`src/rtl/pin_io_pkg.sv`:
```
// pin_io_pkg: register map, field layout, reset values and timing of the pin i/o control block
// assumes one 40 MHz core clock and byte-wide registers on a plain strobe port
`default_nettype none
package pin_io_pkg;
    // register addresses
    localparam logic [7:0] ADDR_PIN_IO_CONTROL = 8'h27;
    localparam logic [7:0] ADDR_PIN_FUNCTION = 8'h40;
    localparam logic [7:0] ADDR_CAPTURE_MODE = 8'h41;
    localparam logic [7:0] ADDR_IRQ_A_SOURCE_MASK = 8'h42;
    localparam logic [7:0] ADDR_PIN_STATUS = 8'h43;
    // pin_io_control fields
    localparam int IRQ_A_MODE_LSB = 0;
    localparam int EVENT_MODE_LSB = 2;
    localparam int EVENT_TYPE_BIT = 4;
    localparam int POLARITY_BIT = 5;
    localparam int PULLUP_SEL_BIT = 6;
    localparam int CLK_PIN_OFF_BIT = 7;
    // pin_function fields
    localparam int FREQ_SEL_LSB = 0;
    localparam int HALT_EN_BIT = 3;
    localparam int SOFT_STOP_BIT = 4;
    // capture_mode fields
    localparam int CAPTURE2_LSB = 0;
    localparam int CAPTURE1_LSB = 3;
    // pin_status fields
    localparam int STAT_BATTERY_BIT = 0;
    localparam int STAT_ACTIVE_BIT = 1;
    localparam int STAT_HALTED_BIT = 2;
    localparam int STAT_SAMPLE_BIT = 3;
    // reset values and the static frequency code
    localparam logic [7:0] PIN_IO_CONTROL_RESET = 8'h00;
    localparam logic [7:0] PIN_FUNCTION_RESET = 8'h00;
    localparam logic [7:0] CAPTURE_MODE_RESET = 8'h00;
    localparam logic [7:0] IRQ_A_SOURCE_MASK_RESET = 8'h00;
    localparam logic [2:0] FREQ_STATIC = 3'h7;
    // timing
    localparam int CORE_CLK_HZ = 40_000_000;
    localparam int SWITCH_SAMPLE_HZ = 16;
    localparam int SAMPLE_WINDOW_NS = 30_500;
    localparam int SAMPLE_WINDOW_CYCLES = (SAMPLE_WINDOW_NS * (CORE_CLK_HZ / 1_000_000) + 999) / 1000;

    typedef enum logic [1:0] {
        EVENT_DISABLED = 2'b00,
        EVENT_IRQ_B_OUT = 2'b01,
        EVENT_CLOCK_OUT = 2'b10,
        EVENT_INPUT = 2'b11
    } event_pin_mode_t;

    typedef enum logic [1:0] {
        IRQ_A_CLOCK = 2'b00,
        IRQ_A_BATTERY = 2'b01,
        IRQ_A_DATA = 2'b10,
        IRQ_A_HIZ = 2'b11
    } irq_a_pin_mode_t;
endpackage
`default_nettype wire

```
`src/rtl/pin_sync3.sv`:
```
// pin_sync3: three-stage synchroniser per bit, output changes once stages two and three agree
// assumes asynchronous inputs and one core clock
`default_nettype none
module pin_sync3 #(
    parameter int WIDTH = 2
) (
    input wire logic core_clk,
    input wire logic rst,
    input wire logic [WIDTH-1:0] pin_in,
    output logic [WIDTH-1:0] level_out
);
    genvar i;
    generate
        for (i = 0; i < WIDTH; i++) begin : g_bit
            logic meta_reg;
            logic stage2_reg;
            logic stage3_reg;
            logic level_reg;
            // first stage is read by the second stage only
            always_ff @(posedge core_clk or posedge rst) begin
                if (rst) begin
                    meta_reg <= 1'b0;
                    stage2_reg <= 1'b0;
                    stage3_reg <= 1'b0;
                end else begin
                    meta_reg <= pin_in[i];
                    stage2_reg <= meta_reg;
                    stage3_reg <= stage2_reg;
                end
            end
            always_ff @(posedge core_clk or posedge rst) begin
                if (rst) begin
                    level_reg <= 1'b0;
                end else if (stage2_reg == stage3_reg) begin
                    level_reg <= stage3_reg;
                end
            end
            // two processes per bit write its own flops, the vector is only assembled here
            assign level_out[i] = level_reg;
        end
    endgenerate
endmodule // pin_sync3
`default_nettype wire

```
`src/rtl/rtc_pin_io_control.sv`:
```
// rtc_pin_io_control: event pin and irq pin a function select with event input conditioning
// assumes byte registers on a strobe port, clock taps and irq sources from same-clock logic
`default_nettype none
module rtc_pin_io_control #(
    parameter int SAMPLE_PERIOD_CYCLES = pin_io_pkg::CORE_CLK_HZ / pin_io_pkg::SWITCH_SAMPLE_HZ,
    parameter logic [1:0] CAPTURE1_PIN_CODE = 2'h1,
    parameter logic [2:0] CAPTURE2_PIN_CODE = 3'h1
) (
    input wire logic core_clk,
    input wire logic rst,
    input wire logic [7:0] reg_addr,
    input wire logic [7:0] reg_wdata,
    input wire logic reg_wr,
    input wire logic reg_rd,
    output logic [7:0] reg_rdata,
    input wire logic on_battery_in,
    input wire logic [6:0] freq_taps,
    input wire logic irq_line_b_n,
    input wire logic [7:0] irq_a_sources,
    input wire logic event_pin_in,
    output logic event_pin_out,
    output logic event_pin_oe,
    output logic switch_pullup_en,
    output logic switch_pullup_strong,
    output logic irq_pin_a_out,
    output logic irq_pin_a_oe,
    output logic clk_pin_disable,
    output logic event_pulse,
    output logic capture1_trigger,
    output logic capture2_trigger,
    output logic counting_halted
);
    logic [7:0] pin_io_control_reg;
    logic [7:0] pin_function_reg;
    logic [7:0] capture_mode_reg;
    logic [7:0] irq_a_source_mask_reg;
    logic [1:0] sync_level;
    logic ev_level;
    logic on_battery;
    pin_io_pkg::event_pin_mode_t event_pin_mode;
    pin_io_pkg::irq_a_pin_mode_t irq_a_pin_mode;
    logic event_input_type;
    logic event_pin_polarity;
    logic switch_pullup_select;
    logic [2:0] clock_out_freq_sel;
    logic pin_halt_enable;
    logic soft_stop;
    logic [2:0] capture2_source_mode;
    logic [1:0] capture1_source_mode;
    logic sel_clock;
    logic [31:0] sample_cnt_reg;
    logic sample_run;
    logic sampled_reg;
    logic active_next;
    logic active_reg;
    logic halt_next;

    assign event_pin_mode = pin_io_pkg::event_pin_mode_t'(pin_io_control_reg[pin_io_pkg::EVENT_MODE_LSB +: 2]);
    assign irq_a_pin_mode = pin_io_pkg::irq_a_pin_mode_t'(pin_io_control_reg[pin_io_pkg::IRQ_A_MODE_LSB +: 2]);
    assign event_input_type = pin_io_control_reg[pin_io_pkg::EVENT_TYPE_BIT];
    assign event_pin_polarity = pin_io_control_reg[pin_io_pkg::POLARITY_BIT];
    assign switch_pullup_select = pin_io_control_reg[pin_io_pkg::PULLUP_SEL_BIT];
    assign clk_pin_disable = pin_io_control_reg[pin_io_pkg::CLK_PIN_OFF_BIT];
    assign clock_out_freq_sel = pin_function_reg[pin_io_pkg::FREQ_SEL_LSB +: 3];
    assign pin_halt_enable = pin_function_reg[pin_io_pkg::HALT_EN_BIT];
    assign soft_stop = pin_function_reg[pin_io_pkg::SOFT_STOP_BIT];
    assign capture2_source_mode = capture_mode_reg[pin_io_pkg::CAPTURE2_LSB +: 3];
    assign capture1_source_mode = capture_mode_reg[pin_io_pkg::CAPTURE1_LSB +: 2];

    // pin and supply levels come from outside the clock domain
    pin_sync3 #(
        .WIDTH(2)
    ) u_sync (
        .core_clk(core_clk),
        .rst(rst),
        .pin_in({on_battery_in, event_pin_in}),
        .level_out(sync_level)
    );
    assign ev_level = sync_level[0];
    assign on_battery = sync_level[1];

    // register writes
    always_ff @(posedge core_clk or posedge rst) begin
        if (rst) begin
            pin_io_control_reg <= pin_io_pkg::PIN_IO_CONTROL_RESET;
            pin_function_reg <= pin_io_pkg::PIN_FUNCTION_RESET;
            capture_mode_reg <= pin_io_pkg::CAPTURE_MODE_RESET;
            irq_a_source_mask_reg <= pin_io_pkg::IRQ_A_SOURCE_MASK_RESET;
        end else if (reg_wr) begin
            case (reg_addr)
                pin_io_pkg::ADDR_PIN_IO_CONTROL: pin_io_control_reg <= reg_wdata;
                pin_io_pkg::ADDR_PIN_FUNCTION: pin_function_reg <= {3'h0, reg_wdata[4:0]};
                pin_io_pkg::ADDR_CAPTURE_MODE: capture_mode_reg <= {3'h0, reg_wdata[4:0]};
                pin_io_pkg::ADDR_IRQ_A_SOURCE_MASK: irq_a_source_mask_reg <= reg_wdata;
                default: ;
            endcase
        end
    end

    // read data one cycle after the strobe, zero otherwise and for unmapped addresses
    always_ff @(posedge core_clk or posedge rst) begin
        if (rst) begin
            reg_rdata <= 8'h00;
        end else if (reg_rd) begin
            case (reg_addr)
                pin_io_pkg::ADDR_PIN_IO_CONTROL: reg_rdata <= pin_io_control_reg;
                pin_io_pkg::ADDR_PIN_FUNCTION: reg_rdata <= pin_function_reg;
                pin_io_pkg::ADDR_CAPTURE_MODE: reg_rdata <= capture_mode_reg;
                pin_io_pkg::ADDR_IRQ_A_SOURCE_MASK: reg_rdata <= irq_a_source_mask_reg;
                pin_io_pkg::ADDR_PIN_STATUS: reg_rdata <= {4'h0, sampled_reg, counting_halted,
                                                          active_reg, on_battery};
                default: reg_rdata <= 8'h00;
            endcase
        end else begin
            reg_rdata <= 8'h00;
        end
    end

    // selected clock tap; static low when the frequency select is the top code
    assign sel_clock = (clock_out_freq_sel == pin_io_pkg::FREQ_STATIC) ? 1'b0 : freq_taps[clock_out_freq_sel];

    // switch detector runs only in input mode with the switch type chosen
    assign sample_run = (event_pin_mode == pin_io_pkg::EVENT_INPUT) && event_input_type;

    always_ff @(posedge core_clk or posedge rst) begin
        if (rst) begin
            sample_cnt_reg <= 32'h0000_0000;
        end else if (!sample_run) begin
            sample_cnt_reg <= 32'h0000_0000;
        end else if (sample_cnt_reg == 32'(SAMPLE_PERIOD_CYCLES - 1)) begin
            sample_cnt_reg <= 32'h0000_0000;
        end else begin
            sample_cnt_reg <= sample_cnt_reg + 32'h0000_0001;
        end
    end

    // pull-up only inside the window keeps a closed switch from drawing current all the time
    always_ff @(posedge core_clk or posedge rst) begin
        if (rst) begin
            switch_pullup_en <= 1'b0;
            switch_pullup_strong <= 1'b0;
        end else begin
            switch_pullup_en <= sample_run && (sample_cnt_reg < 32'(pin_io_pkg::SAMPLE_WINDOW_CYCLES));
            switch_pullup_strong <= sample_run && switch_pullup_select;
        end
    end

    // level taken at the last cycle of the window, once the pull-up has settled the pin
    always_ff @(posedge core_clk or posedge rst) begin
        if (rst) begin
            sampled_reg <= 1'b0;
        end else if (sample_run && sample_cnt_reg == 32'(pin_io_pkg::SAMPLE_WINDOW_CYCLES)) begin
            sampled_reg <= ev_level;
        end
    end

    // active level: direct input is dead on battery, switch detector works on any supply
    always_comb begin
        active_next = 1'b0;
        if (event_pin_mode == pin_io_pkg::EVENT_INPUT) begin
            if (event_input_type) begin
                active_next = sampled_reg ^ event_pin_polarity;
            end else if (!on_battery) begin
                active_next = ev_level ^ event_pin_polarity;
            end
        end
    end

    // stop follows software stop, or the active pin level when halt enable allows it
    assign halt_next = soft_stop || (pin_halt_enable && active_next);

    always_ff @(posedge core_clk or posedge rst) begin
        if (rst) begin
            active_reg <= 1'b0;
            event_pulse <= 1'b0;
            capture1_trigger <= 1'b0;
            capture2_trigger <= 1'b0;
            counting_halted <= 1'b0;
        end else begin
            active_reg <= active_next;
            event_pulse <= active_next && !active_reg;
            capture1_trigger <= active_next && !active_reg && capture1_source_mode == CAPTURE1_PIN_CODE;
            capture2_trigger <= active_next && !active_reg && capture2_source_mode == CAPTURE2_PIN_CODE;
            counting_halted <= halt_next;
        end
    end

    // event pin drive; both output modes release the pin on battery
    always_ff @(posedge core_clk or posedge rst) begin
        if (rst) begin
            event_pin_out <= 1'b0;
            event_pin_oe <= 1'b0;
        end else begin
            case (event_pin_mode)
                pin_io_pkg::EVENT_IRQ_B_OUT: begin
                    event_pin_out <= irq_line_b_n;
                    event_pin_oe <= !on_battery;
                end
                pin_io_pkg::EVENT_CLOCK_OUT: begin
                    event_pin_out <= sel_clock;
                    event_pin_oe <= !on_battery;
                end
                default: begin
                    event_pin_out <= 1'b0;
                    event_pin_oe <= 1'b0;
                end
            endcase
        end
    end

    // irq pin a is open drain: output low, enable means pulling low
    always_ff @(posedge core_clk or posedge rst) begin
        if (rst) begin
            irq_pin_a_out <= 1'b0;
            irq_pin_a_oe <= 1'b0;
        end else begin
            irq_pin_a_out <= 1'b0;
            case (irq_a_pin_mode)
                pin_io_pkg::IRQ_A_CLOCK: begin
                    irq_pin_a_oe <= !on_battery && clock_out_freq_sel != pin_io_pkg::FREQ_STATIC
                                    && !sel_clock;
                end
                pin_io_pkg::IRQ_A_BATTERY: irq_pin_a_oe <= on_battery;
                pin_io_pkg::IRQ_A_DATA: irq_pin_a_oe <= |(irq_a_sources & irq_a_source_mask_reg);
                default: irq_pin_a_oe <= 1'b0;
            endcase
        end
    end
endmodule // rtc_pin_io_control
`default_nettype wire

```
`config.mk`:
```
export PLATFORM = sky130hd
export DESIGN_NAME = rtc_pin_io_control
export DESIGN_NICKNAME = d
export VERILOG_FILES = /design/src/rtl/pin_io_pkg.sv /design/src/rtl/pin_sync3.sv /design/src/rtl/rtc_pin_io_control.sv
export SDC_FILE = /design/constraint.sdc
export NUM_CORES = 1
export LEC_CHECK = 0
export ABC_AREA = 1
export BUFFER_PORTS_ARGS = -buffer_cell sky130_fd_sc_hd__buf_2
export CAP_MARGIN = 20
export CORE_MARGIN = 3
export CORE_UTILIZATION = 50
export DETAILED_ROUTE_END_ITERATION = 8
export PLACE_DENSITY = 0.7
export SYNTH_ARGS = -nofsm -noshare
export SYNTH_HDL_FRONTEND = slang
export SYNTH_SLANG_ARGS = --single-unit
```
`constraint.sdc`:
```
create_clock -name core_clk -period 5.68 [get_ports core_clk]
set_input_delay 0.568 -clock core_clk [delete_from_list [all_inputs] [get_ports core_clk]]
set_output_delay 0.568 -clock core_clk [all_outputs]
set_load 0.01 [all_outputs]
```
==> flow_metrics.env, run 1 <==
export IMPL_status="completed"
export IMPL_met2_usage_pct=39.2
export IMPL_grt_overflow_total=0
export IMPL_synthCells=618
export IMPL_ctsHtreeMaxLevel=3
export IMPL_num_nets_final=719
export IMPL_use_met1_pct=28.1
export IMPL_ys_ff_latch=85
export IMPL_antenna_found_initial=0
export IMPL_grt_use_met3_pct=4.10
export IMPL_seqPwrFrac_pct=52.0
export IMPL_clock_sinks=85
export IMPL_hold_ws_ps=287
export IMPL_p_sw_uw=302
export IMPL_p_leak_uw=0.00243
export IMPL_clock_power_share_pct=40.4
export IMPL_syn2layout_area_growth_pct=13.3
export IMPL_setup_ws_ps=3590
export IMPL_irDropWorstVdd_mv=0.154
export IMPL_gp_congestion=0.859
export IMPL_die_area_mm2=0.0104
export IMPL_synth_top_area_cell="dfrtp_1"
export IMPL_crit_arrival_ps=2330
export IMPL_first_pass_iters=5
export IMPL_pin_count=57
export IMPL_synthFlopType="dfrtp_1"
export IMPL_preCtsSetupSlack_ps=3550
export IMPL_power_internal_uw=930
export IMPL_grt_pass1_wl_um=18500
export IMPL_drv_cap=0
export IMPL_hold_buffers=0
export IMPL_switching_share_pct=24.5
export IMPL_path_class="reg -> reg"
export IMPL_async_flop_share_pct=100
export IMPL_post_synth_top_count_cell="nand2_1"
export IMPL_io_buffers=55
export IMPL_max_clock_freq_mhz=478
export IMPL_fin_setup_tns_ps=0
export IMPL_cts_buffers=9
export IMPL_seq_area_frac_synth_pct=46.3
export IMPL_synth_edf_count=0
export IMPL_period_share_pct=36.8
export IMPL_fin_skew_ps=7.93
export IMPL_synth_area_leaders="dfrtp_1 46%, nand2_1 15%, nor2_1 9.0%"
export IMPL_combPwrFrac_pct=7.5
export IMPL_drtAntennaViolNets=0
export IMPL_die_h_um=102
export IMPL_cts_root_buffer="clkbuf_8"
export IMPL_final_cells=789
export IMPL_vias=4034
export IMPL_syn_num_nets=661
export IMPL_drt_total_wl_um=10800
export IMPL_drc=0
export IMPL_num_antenna_cells=0
export IMPL_cp_start_kind="flip-flop"
export IMPL_path_clk_slew_ps=90
export IMPL_cts_resized_gates=0
export IMPL_cts_path_max_buffers=2
export IMPL_tightestPinTransition_ps=833
export IMPL_rsz0062_at_grt="false"
export IMPL_final_layout_size_suffix_gt1_share_pct=15.4
export IMPL_placed_cells=772
export IMPL_routedWlPerCell_um=13.7
export IMPL_rows=34
export IMPL_insertion_delay_ps=360
export IMPL_initial_core_util_pct=52.2
export IMPL_hold_path_class="in -> async"
export IMPL_ys_warn_count=0
export IMPL_mappedNetlistArea_mm2=0.00459
export IMPL_grt_pass1_vias=4093
export IMPL_dp_hpwl_um=8170
export IMPL_yosys_top_cells_count="184 x nand2_1, 110 x nor2_1, 85 x dfrtp_1"
export IMPL_grt_start_max_net_pins=86
export IMPL_cts_setup_buffers=0
export IMPL_dieWidth_um=102
export IMPL_powerDensity_mw_per_mm2=237
export IMPL_avgSynthCellArea_um2=7.43
export IMPL_gr_max_usage_layer="met2"
export IMPL_critical_path_max_fanout=23
export IMPL_fill_cells=810
export IMPL_cp_end_kind="flip-flop"
export IMPL_largest_reg_flops=32
export IMPL_finalHoldViolCount=0
export IMPL_yosysTopAreaCellShare_pct=46.3
export IMPL_setup_viol=0
export IMPL_first_iter_violations=127
export IMPL_worstPathRequired_ps=5920
export IMPL_grt_total_usage_pct=22.6
export IMPL_cts_tree="done"
export IMPL_vias_per_cell=5.11
export IMPL_slew_violations=0
export IMPL_max_slew_margin_pct=44.4
export IMPL_fin_crit_ps=2090
export IMPL_coreArea_mm2=0.00881
export IMPL_synth_distinct_cells=32
==> final cells by class <==
cell class	count	area [um2]	share of cell area, %
tap	108	135	2.59
multi-input combinational	452	2130	41.0
clock buffer	11	151	2.91
sequential	85	2130	40.8
timing repair buffer	57	310	5.96
inverter	71	268	5.14
clock inverter	5	82.6	1.59
==> worst paths after layout <==
path                       cells after the start                                from                              endpoint  slack [ps]
max in group asynchronous                      4                                 rst          sample_cnt_reg[26]$_DFF_PP0_        4780
min reg2reg                                    0  u_sync.g_bit[0].meta_reg$_DFF_PP0_  u_sync.g_bit[0].stage2_reg$_DFF_PP0_         350
max                                            5   pin_io_control_reg[2]$_DFFE_PP0P_          sample_cnt_reg[21]$_DFF_PP0_        3590
max reg2reg                                    5   pin_io_control_reg[2]$_DFFE_PP0P_          sample_cnt_reg[21]$_DFF_PP0_        3590
min in group core_clk                          1                        event_pin_in    u_sync.g_bit[0].meta_reg$_DFF_PP0_         310
min                                            3                                 rst  u_sync.g_bit[1].stage2_reg$_DFF_PP0_         290
==> through the flow <==
step	area, um2	power, uW	utilization (%)
after floorplan	4590	706	-
after global placement	4950	742	56.2
after detailed placement	4950	746	56.2
after CTS	5180	1240	58.8
after global routing	5210	1280	59.1
final	5210	1230	59.1
==> power groups by stage <==
stage | Combinational [uW] | Sequential (uW) | Clock (uW)
2_1_floorplan | 56.0 | 650 | 0
3_3_place_gp | 90.1 | 652 | 0
6_report | 92.8 | 641 | 498
5_1_grt | 106 | 645 | 531
4_1_cts | 92.5 | 642 | 505
3_5_place_dp | 92.2 | 653 | 0
==> cells in the final DEF, fill, tap and decap left out, types with 3 or more instances in the layout <==
cell / Yosys / final
nand2_1: 184 / 184
nor2_1: 110 / 110
dfrtp_1: 85 / 85
inv_1: 71 / 70
buf_2: 0 / 55
nand3_1: 53 / 53
o21ai_0: 16 / 16
a21oi_1: 13 / 13
clkbuf_8: 0 / 11
xor2_1: 10 / 10
nor2_4: 7 / 7
nand4_1: 7 / 7
nor2_2: 6 / 6
nand2_2: 6 / 6
o21ai_2: 5 / 5
nor3_1: 5 / 5
ha_1: 5 / 5
nand3_2: 3 / 3
o21ai_1: 3 / 3
nand3b_1: 3 / 3
xnor2_1: 3 / 3
==> cells by family after synthesis <==
kind of cell / synth area share (%)
simple gates: 37.0
flops: 46.3
buf+inv: 7.27
compound gates: 5.12
xor+xnor: 2.48
fa+ha+maj: 1.80
other cells: 0.0816
==> layer usage <==
layer / wire, um / up-vias / share of wire (%)
met3: 449 / 29 / 4.1
met4: 263 / 0 / 2.4
met2: 5450 / 99 / 50
met1: 4680 / 1870 / 43
li1: - / 2036 / -
met5: 0 / - / 0
==> worst max-delay path, cell delays in order, from the launching register on <==
cell and delay, ps:
dfrtp_1 420, ha_1 240, nand2_1 620, inv_1 210, nand2_1 380, nor2_1 90
No activity file was read; power rests on OpenSTA's default activity.
==> run 2, diff against run 1 <==
- ABC_AREA: 1 -> 0
- PLACE_DENSITY: 0.7 -> 0.74
- clock period: 5.68 -> 1.87 ns (I/O delays scaled with it)
==> flow_metrics.env, run 2 <==
export IMPL_max_slew_margin_pct=61.9
export IMPL_seq_area_frac_synth_pct=50.2
export IMPL_fin_skew_ps=7.32
export IMPL_pin_count=57
export IMPL_num_nets_final=547
export IMPL_async_flop_share_pct=100
export IMPL_post_synth_top_count_cell="dfrtp_1"
export IMPL_path_class="reg -> reg"
export IMPL_fill_cells=619
export IMPL_io_buffers=55
export IMPL_finalHoldViolCount=0
export IMPL_cp_slowest_cell="dfrtp_1"
export IMPL_yosysTopAreaCellShare_pct=50.2
export IMPL_crit_end="sample_cnt_reg[2]$_DFF_PP0_"
export IMPL_tightestPinTransition_ps=570
export IMPL_synthCells=398
export IMPL_max_stage_delay_ps=390
export IMPL_crit_start="sample_cnt_reg[14]$_DFF_PP0_"
export IMPL_grt_pass1_vias=3542
export IMPL_synth_top_area_cell="dfrtp_1"
export IMPL_max_clock_freq_mhz=521
export IMPL_critical_path_max_fanout=13
export IMPL_gp_congestion=0.975
export IMPL_preCtsSetupSlack_ps=-18.3
export IMPL_register_area_mm2=0.00213
export IMPL_p_leak_uw=0.00241
export IMPL_crit_chain="buf_4 -> nor4_1 -> nand4_1 -> buf_4 -> o21ai_4 -> clkbuf_16 -> nor2_1"
export IMPL_synth_area_leaders="dfrtp_1 50%, mux2_2 5.6%, mux2i_1 2.8%"
export IMPL_initial_core_util_pct=53.1
export IMPL_cts_tree="done"
export IMPL_synth_edf_count=0
export IMPL_violations="negative setup slack"
export IMPL_yosys_top_cells_count="85 x dfrtp_1, 28 x nor2_1, 23 x nand2_1"
export IMPL_vias_per_cell=5.89
export IMPL_syn2layout_area_growth_pct=26.9
export IMPL_cts_root_buffer="clkbuf_8"
export IMPL_first_iter_violations=213
export IMPL_rsz0062_at_grt="true"
export IMPL_hold_ws_ps=73.3
export IMPL_num_antenna_cells=0
export IMPL_slew_violations=0
export IMPL_fin_crit_ps=1920
export IMPL_ys_ff_latch=85
export IMPL_worst_path_stages=7
export IMPL_r2r_start="sample_cnt_reg[14]$_DFF_PP0_"
export IMPL_cpMostUsedCell="buf_4"
export IMPL_cp_end_kind="flip-flop"
export IMPL_grt_total_usage_pct=22.1
export IMPL_grt_pass1_wl_um=17200
export IMPL_cts_path_max_buffers=2
export IMPL_clock_sinks=85
export IMPL_ys_warn_count=0
export IMPL_path_buf_inv=3
export IMPL_synth_distinct_cells=49
export IMPL_largest_reg_flops=32
export IMPL_hold_path_class="in -> reg"
export IMPL_setup_viol=27
export IMPL_period_share_pct=103
export IMPL_path_clk_slew_ps=80
export IMPL_final_common_cell="dfrtp_1"
export IMPL_routedWlPerCell_um=17.0
export IMPL_first_pass_iters=5
export IMPL_crit_family="simple AND/OR/NAND/NOR gates"
export IMPL_antenna_found_initial=0
export IMPL_rows=32
export IMPL_status="finished with violations"
export IMPL_final_util_pct=67.4
export IMPL_r2r_setup_slack_ps=-50
export IMPL_die_h_um=98.0
export IMPL_grt_overflow_total=0
export IMPL_vias=3601
export IMPL_rr_endpoint="sample_cnt_reg[2]$_DFF_PP0_"
export IMPL_avgSynthCellArea_um2=10.6
export IMPL_powerDensity_mw_per_mm2=637
export IMPL_drt_total_wl_um=10400
export IMPL_synthFlopType="dfrtp_1"
export IMPL_r2r_worst_path_cells=7
export IMPL_coreArea_mm2=0.00797
export IMPL_irDropWorstVdd_mv=0.516
export IMPL_mappedNetlistArea_mm2=0.00423
export IMPL_cp_start_kind="flip-flop"
export IMPL_ctsHtreeMaxLevel=3
export IMPL_final_layout_size_suffix_gt1_share_pct=33.6
export IMPL_grt_start_max_net_pins=34
export IMPL_multiInputGateArea_mm2=0.00210
export IMPL_drc=0
export IMPL_worstPathRequired_ps=2110
export IMPL_crit_arrival_ps=2160
export IMPL_insertion_delay_ps=340
export IMPL_dp_hpwl_um=7380
export IMPL_syn_num_nets=441
export IMPL_drtAntennaViolNets=0
export IMPL_die_area_mm2=0.00961
export IMPL_layout_cells_most_common_list="85 x dfrtp_1, 56 x buf_2, 49 x buf_4"
export IMPL_cts_buffers=9
export IMPL_setup_ws_ps=-49.0
export IMPL_final_cells=611
export IMPL_dieWidth_um=98.0
export IMPL_placed_cells=586
export IMPL_drv_cap=0
## run 2: timing repair
item,CTS,global route
endpoints found under the setup margin,10,32
hold buffers,3,0
gates cloned,1,1
gates resized for setup,7,14
hold endpoints to repair,24,0
pin swaps,6,5
buffers inserted,2,2
## run 2: worst reg2reg max path, stage by stage (launching register included)
cell	delay, ps
dfrtp_1	390
buf_4	150
nor4_1	370
nand4_1	210
buf_4	210
o21ai_4	220
clkbuf_16	220
nor2_1	60
## run 2: area by class of cell
cell class	instances	area share, %
clock inverters	2	0.279
clock buffers	14	3.40
repair buffers	113	14.4
multi-input cells	284	39.1
inverters	11	0.838
well taps	102	2.37
flip-flops and latches	85	39.6
## run 2: kinds of logic (layout without fill, tap and decap cells)
kind of cell	Yosys count	after routing	synth area share [%]
flip-flops	85	85	50.2
adder cells (fa/ha/maj)	7	7	1.95
multiplexers	39	39	10.0
XOR/XNOR	12	12	2.48
buffers and inverters	29	140	2.93
AO/OA/AOI/OAI	64	64	9.60
AND/OR/NAND/NOR	161	161	22.7
other	1	1	0.0886
## run 2: how the worst min path moves through the flow
stage                            start  slack, ps                                 end  depth (start not counted)
after floorplan           event_pin_in        220  u_sync.g_bit[0].meta_reg$_DFF_PP0_                          0
after global routing      irq_line_b_n         90             event_pin_out$_DFF_PP0_                          3
after CTS                 irq_line_b_n         70             event_pin_out$_DFF_PP0_                          3
final                     irq_line_b_n         70             event_pin_out$_DFF_PP0_                          3
after global placement             rst        260  u_sync.g_bit[0].meta_reg$_DFF_PP0_                          2
after detailed placement           rst        280  u_sync.g_bit[1].meta_reg$_DFF_PP0_                          2
## run 2: where the power goes
group          switching, uW  internal, uW  total [uW]  leakage (uW)
combinational            122           115         237       0.00116
clock                    634           630        1260     0.0000949
sequential              42.2          1880        1920       0.00116
total                    798          2620        3420       0.00241
## run 2: per-layer routing
metal  share of wire, %  GRT usage (%)
met4                2.2           7.56
met5                  0              0
met1                 46           32.4
met3                6.8           4.50
met2                 45           32.7
## run 2: per-stage QoR
| step | area [um2] | power (uW) | setup TNS (ps) |
|---|---|---|---|
| 3_3_place_gp | 4990 | 2180 | 0 |
| 4_1_cts | 5270 | 3440 | -2.61 |
| 6_report | 5370 | 3420 | -700 |
| 3_5_place_dp | 4990 | 2190 | -61.3 |
| 5_1_grt | 5370 | 3550 | -3520 |
| 2_1_floorplan | 4290 | 2070 | 0 |
